<file path="src/pp_pkg.sv">
// ------------------------------------------------------------
// post-processor constants and carriers
// ------------------------------------------------------------
package pp_pkg;

  localparam int UNITS    = 4;
  localparam int SLOTS    = 16;
  localparam int SLOT_W   = 4;
  localparam int RES_W    = 12;
  localparam int SUM_W    = 14;
  localparam int CORR_W   = 10;
  localparam int CNT_W    = 12;
  localparam int EVT_W    = 12;
  localparam int EVT_UNIT = 3;

  localparam logic [RES_W-1:0] RES_MAX = 12'hFFF;
  localparam logic [SUM_W-1:0] SUM_MAX = 14'h0FFF;

  // per-unit register block, 32 bytes apart
  localparam logic [4:0] UOFF_CONFIG = 5'h00;
  localparam logic [4:0] UOFF_CORR   = 5'h04;
  localparam logic [4:0] UOFF_REF    = 5'h08;
  localparam logic [4:0] UOFF_RESULT = 5'h0C;
  localparam logic [4:0] UOFF_HIGH   = 5'h10;
  localparam logic [4:0] UOFF_LOW    = 5'h14;
  localparam logic [4:0] UOFF_STAMP  = 5'h18;

  // module-wide registers
  localparam logic [7:0] OFF_EVT_STATUS = 8'h80;
  localparam logic [7:0] OFF_EVT_CLEAR  = 8'h84;
  localparam logic [7:0] OFF_TRIP_SEL   = 8'h88;
  localparam logic [7:0] OFF_IRQ_SEL    = 8'h8C;
  localparam logic [7:0] OFF_COUNTER    = 8'h90;

  localparam int CFG_NEG_BIT   = 4;
  localparam int STAMP_DLY_LSB = 16;
  localparam int EVT_HIGH      = 0;
  localparam int EVT_LOW       = 1;
  localparam int EVT_ZERO      = 2;

  localparam logic [SLOT_W-1:0] SLOT_RESET = 4'h0;

  typedef struct packed {
    logic              valid;
    logic [SLOT_W-1:0] slot;
    logic [RES_W-1:0]  value;
  } pp_conv_type;

  typedef struct packed {
    logic [SLOT_W-1:0] sel;
    logic              negate;
    logic [CORR_W-1:0] corr;
    logic [RES_W-1:0]  refv;
    logic [31:0]       high;
    logic [31:0]       low;
    logic [31:0]       res;
    logic [CNT_W-1:0]  req;
    logic [CNT_W-1:0]  dly;
    logic              armed;
    logic              prev_neg;
  } pp_unit_type;

  typedef struct packed {
    pp_unit_type [UNITS-1:0]            unit;
    logic [SLOTS-1:0][RES_W-1:0]        slot_res;
    logic [EVT_W-1:0]                   stat;
    logic [EVT_W-1:0]                   trip_sel;
    logic [EVT_W-1:0]                   irq_sel;
    logic [EVT_W-1:0]                   trip;
    logic                               irq;
    logic [CNT_W-1:0]                   count;
    pp_conv_type                        out;
    logic [31:0]                        prdata;
    logic                               pready;
    logic                               pslverr;
  } pp_state_type;

endpackage

</file>
<file path="src/pp_post_processor.sv">
// The address map and the APB register port were chosen for this implementation.
`timescale 1ns/1ps

// Function
// - four units per module, each selects any of sixteen slots
// - correction added to raw result, clamped to 0..4095, written to slot
// - zero correction passes the raw result unchanged
// - several units on one slot: highest-numbered unit's correction applies
// - after reset every unit selects slot zero
// - unit result is slot result minus reference, sign-extended to 32 bits
// - negate enable two's-complements the difference before storing
// - zero reference with negate off gives the slot result unchanged
// - reference write updates result at once; flags only at next eoc
// - each unit holds its own result register
// - result beyond high or low limit sets high or low trip flag
// - zero-cross flag set only at eoc whose sign differs from previous
// - a result of zero counts as positive
// - writing one to event clear clears matching flag
// - flag drives pwm trip output only when trip select bit set
// - irq-selected flags combine into one shared interrupt
// - free 12-bit counter increments each cycle, readable
// - slot trigger captures counter into request stamp
// - sample start stores counter minus request stamp as delay stamp
// - delay subtraction wraps modulo counter width
// - no capture on software trigger of own slot; others still counted
// - only the selected slot's eoc pulse evaluates the unit's flags
module pp_post_processor (
  input  logic                       pclk,          // system clock
  input  logic                       presetn,       // async reset, low
  input  logic                       psel,          // apb select
  input  logic                       penable,       // apb enable
  input  logic                       pwrite,        // apb direction
  input  logic [7:0]                 paddr,         // apb byte address
  input  logic [31:0]                pwdata,        // apb write data
  output logic [31:0]                prdata,        // apb read data
  output logic                       pready,        // apb ready
  output logic                       pslverr,       // apb error
  input  pp_pkg::pp_conv_type        eoc_in,        // raw result with eoc pulse
  input  logic [pp_pkg::SLOTS-1:0]   slot_trig,     // slot trigger pulses
  input  logic [pp_pkg::SLOTS-1:0]   slot_sw_trig,  // trigger came from software
  input  logic [pp_pkg::SLOTS-1:0]   slot_start,    // sample window begins
  output pp_pkg::pp_conv_type        result_out,    // corrected result write
  output logic [pp_pkg::EVT_W-1:0]   pwm_trip,      // trips to pwm module
  output logic                       shared_event_irq // shared interrupt
);

  pp_pkg::pp_state_type             st;
  pp_pkg::pp_state_type             next_st;
  logic                             setup;
  logic                             wr;
  logic                             dec_ok;
  logic [1:0]                       ui;
  logic [4:0]                       uo;
  logic [31:0]                      rd;
  logic [pp_pkg::EVT_W-1:0]         clr;
  logic [pp_pkg::EVT_W-1:0]         set;
  logic [pp_pkg::CORR_W-1:0]        cor;
  logic signed [pp_pkg::SUM_W-1:0]  sum;
  logic [pp_pkg::RES_W-1:0]         sv;
  logic signed [pp_pkg::SUM_W-1:0]  diff;
  logic [31:0]                      r32;
  logic                             hit;
  logic [pp_pkg::SLOT_W-1:0]        s;

  // ------------------------------------------------------------
  // next-state logic
  // ------------------------------------------------------------
  always_comb begin
    next_st = st;
    setup   = psel && !penable;
    ui      = paddr[6:5];
    uo      = paddr[4:0];
    rd      = 32'h0000_0000;
    clr     = '0;
    set     = '0;
    cor     = '0;
    sum     = '0;
    sv      = '0;
    diff    = '0;
    r32     = 32'h0000_0000;
    hit     = 1'b0;
    s       = '0;

    // apb decode and read capture in setup, answer in the access cycle
    if (paddr[7]) begin
      dec_ok = (paddr == pp_pkg::OFF_EVT_STATUS) || (paddr == pp_pkg::OFF_EVT_CLEAR)
            || (paddr == pp_pkg::OFF_TRIP_SEL) || (paddr == pp_pkg::OFF_IRQ_SEL)
            || (paddr == pp_pkg::OFF_COUNTER);
    end else begin
      dec_ok = (paddr[1:0] == 2'h0) && (uo <= pp_pkg::UOFF_STAMP);
    end
    if (paddr[7]) begin
      unique case (paddr)
        pp_pkg::OFF_EVT_STATUS: rd = 32'(st.stat);
        pp_pkg::OFF_TRIP_SEL:   rd = 32'(st.trip_sel);
        pp_pkg::OFF_IRQ_SEL:    rd = 32'(st.irq_sel);
        pp_pkg::OFF_COUNTER:    rd = 32'(st.count);
        default:                rd = 32'h0000_0000;
      endcase
    end else begin
      unique case (uo)
        pp_pkg::UOFF_CONFIG: begin
          rd = 32'(st.unit[ui].sel);
          rd[pp_pkg::CFG_NEG_BIT] = st.unit[ui].negate;
        end
        pp_pkg::UOFF_CORR:   rd = 32'($signed(st.unit[ui].corr));
        pp_pkg::UOFF_REF:    rd = 32'(st.unit[ui].refv);
        pp_pkg::UOFF_RESULT: rd = st.unit[ui].res;
        pp_pkg::UOFF_HIGH:   rd = st.unit[ui].high;
        pp_pkg::UOFF_LOW:    rd = st.unit[ui].low;
        pp_pkg::UOFF_STAMP: begin
          rd = 32'(st.unit[ui].req);
          rd[pp_pkg::STAMP_DLY_LSB +: pp_pkg::CNT_W] = st.unit[ui].dly;
        end
        default:             rd = 32'h0000_0000;
      endcase
    end
    next_st.pready  = setup;
    next_st.pslverr = setup && !dec_ok;
    if (setup) begin
      next_st.prdata = dec_ok ? rd : 32'h0000_0000;
    end
    wr = psel && penable && st.pready && pwrite && !st.pslverr;

    // register writes; read-only offsets accept and ignore data
    if (wr && paddr[7]) begin
      unique case (paddr)
        pp_pkg::OFF_EVT_CLEAR: clr = pwdata[pp_pkg::EVT_W-1:0];
        pp_pkg::OFF_TRIP_SEL:  next_st.trip_sel = pwdata[pp_pkg::EVT_W-1:0];
        pp_pkg::OFF_IRQ_SEL:   next_st.irq_sel = pwdata[pp_pkg::EVT_W-1:0];
        default: ;
      endcase
    end else if (wr) begin
      unique case (uo)
        pp_pkg::UOFF_CONFIG: begin
          next_st.unit[ui].sel    = pwdata[pp_pkg::SLOT_W-1:0];
          next_st.unit[ui].negate = pwdata[pp_pkg::CFG_NEG_BIT];
        end
        pp_pkg::UOFF_CORR: next_st.unit[ui].corr = pwdata[pp_pkg::CORR_W-1:0];
        pp_pkg::UOFF_REF:  next_st.unit[ui].refv = pwdata[pp_pkg::RES_W-1:0];
        pp_pkg::UOFF_HIGH: next_st.unit[ui].high = pwdata;
        pp_pkg::UOFF_LOW:  next_st.unit[ui].low  = pwdata;
        default: ;
      endcase
    end

    next_st.count = st.count + 12'h001;

    for (int u = 0; u < pp_pkg::UNITS; u++) begin
      if (st.unit[u].sel == eoc_in.slot) begin
        cor = st.unit[u].corr;
      end
    end
    // signed add with saturation; zero adds nothing
    sum = $signed({2'b00, eoc_in.value}) + $signed(pp_pkg::SUM_W'($signed(cor)));
    next_st.out.valid = eoc_in.valid;
    if (eoc_in.valid) begin
      next_st.out.slot = eoc_in.slot;
      if (sum < 0) begin
        next_st.out.value = '0;
      end else if (sum > $signed(pp_pkg::SUM_MAX)) begin
        next_st.out.value = pp_pkg::RES_MAX;
      end else begin
        next_st.out.value = sum[pp_pkg::RES_W-1:0];
      end
      next_st.slot_res[eoc_in.slot] = next_st.out.value;
    end

    for (int u = 0; u < pp_pkg::UNITS; u++) begin
      // difference against reference; zero reference passes
      sv   = next_st.slot_res[next_st.unit[u].sel];
      diff = $signed({2'b00, sv}) - $signed({2'b00, next_st.unit[u].refv});
      if (next_st.unit[u].negate) begin
        diff = -diff;
      end
      r32 = 32'(diff);
      next_st.unit[u].res = r32;
      // flags evaluated only at own slot's eoc
      hit = eoc_in.valid && (eoc_in.slot == next_st.unit[u].sel);
      if (hit) begin
        set[u*pp_pkg::EVT_UNIT + pp_pkg::EVT_HIGH] = $signed(r32) > $signed(st.unit[u].high);
        set[u*pp_pkg::EVT_UNIT + pp_pkg::EVT_LOW]  = $signed(r32) < $signed(st.unit[u].low);
        set[u*pp_pkg::EVT_UNIT + pp_pkg::EVT_ZERO] = r32[31] != st.unit[u].prev_neg;
        next_st.unit[u].prev_neg = r32[31];
      end

      // delay capture; a start in the trigger cycle gives zero
      s = st.unit[u].sel;
      if (slot_trig[s]) begin
        // capture request stamp; software trigger disarms
        if (!slot_sw_trig[s]) begin
          next_st.unit[u].req = st.count;
        end
        next_st.unit[u].armed = !slot_sw_trig[s];
      end
      if (slot_start[s] && next_st.unit[u].armed) begin
        next_st.unit[u].dly   = st.count - next_st.unit[u].req;
        next_st.unit[u].armed = 1'b0;
      end
    end

    next_st.stat = (st.stat & ~clr) | set;
    next_st.trip = next_st.stat & next_st.trip_sel;
    next_st.irq  = |(next_st.stat & next_st.irq_sel);
  end

  // ------------------------------------------------------------
  // state register
  // ------------------------------------------------------------
  always_ff @(posedge pclk or negedge presetn) begin
    if (!presetn) begin
      // all units start on slot zero
      st <= '0;
    end else begin
      st <= next_st;
    end
  end

  assign prdata           = st.prdata;
  assign pready           = st.pready;
  assign pslverr          = st.pslverr;
  assign result_out       = st.out;
  assign pwm_trip         = st.trip;
  assign shared_event_irq = st.irq;

  logic all_corr_zero;
  assign all_corr_zero = (st.unit[0].corr == '0) && (st.unit[1].corr == '0)
                      && (st.unit[2].corr == '0) && (st.unit[3].corr == '0);
endmodule

</file>
<file path="config.mk">
export PLATFORM = sky130hd
export DESIGN_NAME = pp_post_processor
export DESIGN_NICKNAME = d
export VERILOG_FILES = /design/src/pp_pkg.sv /design/src/pp_post_processor.sv
export SDC_FILE = /design/constraint.sdc
export NUM_CORES = 2
export LEC_CHECK = 0
export BUFFER_PORTS_ARGS = -buffer_cell sky130_fd_sc_hd__buf_4
export CORE_AREA = 2 2 453 455
export CTS_CLUSTER_SIZE = 30
export DETAILED_ROUTE_END_ITERATION = 16
export DIE_AREA = 0 0 455 457
export SLEW_MARGIN = 25
export SYNTH_ARGS = -nofsm -noshare
export SYNTH_HDL_FRONTEND = slang
export SYNTH_SLANG_ARGS = --single-unit
export TNS_END_PERCENT = 10
</file>
<file path="constraint.sdc">
create_clock -name pclk -period 30.9 [get_ports pclk]
set_clock_uncertainty 0.05 [all_clocks]
set_input_delay 1.545 -clock pclk [delete_from_list [all_inputs] [get_ports pclk]]
set_output_delay 1.545 -clock pclk [all_outputs]
set_load 0.005 [all_outputs]
</file>
==> metrics.md <==
| Metric | Value |
|---|---|
| First-pass GRT wire length | `355000 um` |
| Residual DRC | `0` |
| Max Clk Rate | `0.0735 GHz` |
| Worst skew pair latency | `0.77 ns` |
| Leakage power | `27.2 nW` |
| I/O pins | `174` |
| Post-synthesis register bit count | `828` |
| Avg Inst Size Synth | `9.34 sq um` |
| Post-DR wirelength/cell | `28.2 um` |
| Syn Std Cell Area | `0.0565 sq mm` |
| Fill count | `20900` |
| Cts hold-fix bufs | `0` |
| Crit. End Element | `register` |
| CP max-delay cell | `a221oi_4` |
| Area delta synth->final | `13.4%` |
| Total congestion overflow | `0` |
| Crit path top cell by count | `a21oi_1` |
| Final Max Tran Viols | `0` |
| Hold WC Path Type | `register to register` |
| Final hold slack | `0.424 ns` |
| Iter 0 DRT Violations | `6492` |
| CTS clk-pin slew, worst paths | `0.06 ns` |
| EDFF count, synth | `0` |
| CP Class | `input port to register` |
| Synth async-reset ratio | `1.00` |
| Max VDD drop | `44.2 uV` |
| Row Count | `166` |
| DP Area | `0.0606 sq mm` |
| Syn nets | `6526` |
| Pwr dens | `59.5 mW/mm^2` |
| DR vias | `51000` |
| Initial antenna violation count | `24` |
| CTS Buf Count | `92` |
| Clock Sinks | `828` |
| Initial Util | `0.278` |
| H-Tree Depth | `3` |
| Worst slew pin tran | `1.19 ns` |
| Post-CTS sizing | `0` |
| NumNets Final | `6496` |
| Core Region | `0.203 sq mm` |
| Final HPWL DP | `178000 um` |
| Post-DRT Antenna Nets | `0` |
| Die Ht | `457 um` |
| Die width | `455 um` |
| Clock Root Buffer | `clkbuf_16` |
| Final Setup Violations | `0` |
| Sequential fraction of the synthesis area | `0.367` |
| Layout cells sized above 1 | `0.149` |
| Max Root-Sink Buffers | `3` |
| WL final | `248000 um` |
| Netlist cell types | `108` |
| Synth Instances | `6043` |
| Minimum clock period | `13.61 ns` |
| Total global-route track usage | `0.232` |
| Final period utilization | `0.440` |
| Slew HR | `0.204` |
| Total power | `0.00381 W` |
| 1st-pass router iterations | `10` |
| Primary FF master, synth | `dfrtp_1` |
| Largest net degree at the start of global routing | `161` |
| CTS tree | `yes` |
| Max-Cap Viols | `0` |
| Routability cong. | `0.986` |
| I/O Buffers | `173` |
| CP Launch Type | `input port` |
| Final Instance Area | `0.0640 sq mm` |
| Slowest cell delay on critical path | `0.80 ns` |
| Vias per cell | `5.80` |
| CP required | `31.45 ns` |
| Hold Fails Final Rpt | `0` |
| Critical Path AT | `14.15 ns` |
| Crit Path Max Fanout | `39` |
| Synthesis Warnings | `0` |
| Die area | `0.208 sq mm` |
| Setup TNS | `0 ns` |
| Post-CTS Setup Bufs | `0` |
| Vias in the first global route | `49100` |
| Status | `complete, no violations` |
| RSZ-0062 raised after global routing | `no` |
## final timing paths
path / slack, ns / depth (start not counted) / endpoint / from
max: 17.29 / 39 / shared_event_irq / eoc_in[13]
min: 0.42 / 2 / st[756] / st[756]
max reg2reg: 17.57 / 38 / shared_event_irq / st[749]
min reg2reg: 0.42 / 2 / st[756] / st[756]
max in group asynchronous: 25.49 / 7 / st[710] / presetn
min in group asynchronous: 0.78 / 1 / st[273] / presetn
## Yosys cell counts (15+ instances only)
library cell,n,area share
a211oi_1,55,0.0073
a21boi_0,25,0.0033
a21o_1,118,0.016
a21oi_1,413,0.037
a221oi_1,44,0.0068
a22o_1,229,0.036
a22oi_1,72,0.0096
a31oi_1,40,0.0044
a32oi_1,18,0.0028
and2_1,23,0.0025
and3_1,15,0.0017
buf_1,45,0.0030
buf_2,30,0.0027
buf_4,70,0.0093
clkbuf_1,286,0.019
dfrtp_1,828,0.37
ha_1,364,0.081
inv_1,466,0.031
mux2_2,104,0.021
mux2i_1,133,0.024
mux4_2,197,0.079
nand2_1,559,0.037
nand2b_1,42,0.0047
nand3_1,132,0.012
nand4_1,82,0.0091
nor2_1,562,0.037
nor2b_1,38,0.0042
nor3_1,73,0.0065
nor4_1,20,0.0022
o2111ai_1,37,0.0057
o211ai_1,40,0.0053
o21a_1,38,0.0051
o21ai_0,285,0.025
o21ai_1,30,0.0027
o221ai_1,21,0.0033
o22ai_1,76,0.0084
o31ai_1,33,0.0044
or3_1,17,0.0019
xnor2_1,112,0.017
xor2_1,36,0.0056
## critical path, delay by kind of cell
| family | cells | cell delay [ns] |
|---|---|---|
| simple gates | 11 | 3.69 |
| fa+ha+maj | 4 | 1.70 |
| mux | 1 | 0.53 |
| buf+inv | 4 | 0.79 |
| xor+xnor | 2 | 0.37 |
| compound gates | 17 | 5.46 |
## sequential cells by signal, summed over array words and instances, names as in the netlist
| register | cells |
|---|---|
| shared_event_irq | 1 |
| pready | 1 |
| pslverr | 1 |
| result_out | 17 |
| prdata | 32 |
| st | 760 |
| pwm_trip | 12 |
| s | 4 |
## where the power goes
part	internal [W]	switching, W	total (W)
clock network	0.000704	0.000525	0.00123
registers	0.00121	0.0000515	0.00127
logic	0.000473	0.000844	0.00132
## stage by stage
step / setup WS, ns / utilization / cells
finish: 17.29 / 0.315 / 8781
global placement: 16.96 / 0.298 / 8605
CTS: 17.49 / 0.314 / 8775
global route: 16.59 / 0.315 / 8780
floorplan: 18.34 / - / 6043
detailed placement: 16.72 / 0.298 / 8605
## area by class of cell
| cell class | count | area, sq um | area share |
|---|---|---|---|
| tap | 2688 | 3360 | 0.0526 |
| inverter | 476 | 1790 | 0.0279 |
| sequential | 828 | 20700 | 0.324 |
| clock inverter | 44 | 659 | 0.0103 |
| antenna | 4 | 10.0 | 0.000156 |
| timing repair buffer | 318 | 2470 | 0.0386 |
| clock buffer | 126 | 2670 | 0.0417 |
| multi-input combinational | 4297 | 32300 | 0.505 |
## cell families after synthesis
| logic type | share of synthesized area |
|---|---|
| flip-flops | 0.367 |
| multiplexers | 0.123 |
| adder cells (fa/ha/maj) | 0.0839 |
| buffers and inverters | 0.0670 |
| AO/OA/AOI/OAI | 0.207 |
| AND/OR/NAND/NOR | 0.129 |
| XOR/XNOR | 0.0232 |
## cells in the final DEF (no fill, tap or decap), types with 18 or more instances in the layout
| cell type | instances |
|---|---|
| a211oi_1 | 54 |
| a21boi_0 | 25 |
| a21o_1 | 118 |
| a21oi_1 | 412 |
| a221oi_1 | 44 |
| a22o_1 | 228 |
| a22oi_1 | 72 |
| a31oi_1 | 40 |
| a32oi_1 | 18 |
| and2_1 | 23 |
| buf_4 | 310 |
| clkbuf_16 | 93 |
| clkbuf_8 | 24 |
| dfrtp_1 | 828 |
| ha_1 | 364 |
| inv_1 | 464 |
| mux2_2 | 104 |
| mux2i_1 | 123 |
| mux4_2 | 197 |
| nand2_1 | 558 |
| nand2b_1 | 39 |
| nand3_1 | 127 |
| nand4_1 | 82 |
| nor2_1 | 543 |
| nor2b_1 | 38 |
| nor3_1 | 63 |
| nor4_1 | 19 |
| o2111ai_1 | 37 |
| o211ai_1 | 40 |
| o21a_1 | 37 |
| o21ai_0 | 282 |
| o21ai_1 | 32 |
| o221ai_1 | 21 |
| o22ai_1 | 76 |
| o31ai_1 | 33 |
| xnor2_1 | 112 |
| xor2_1 | 36 |
## metal layers
metal	share of wire	global-route usage	up-vias	wire length (um)
li1	-	-	21900	-
met1	0.40	0.303	25200	98500
met2	0.43	0.344	3040	106000
met3	0.11	0.0663	796	26400
met4	0.065	0.126	28	16200
met5	0.00075	0	-	186
No activity file was read; power rests on OpenSTA's default activity.
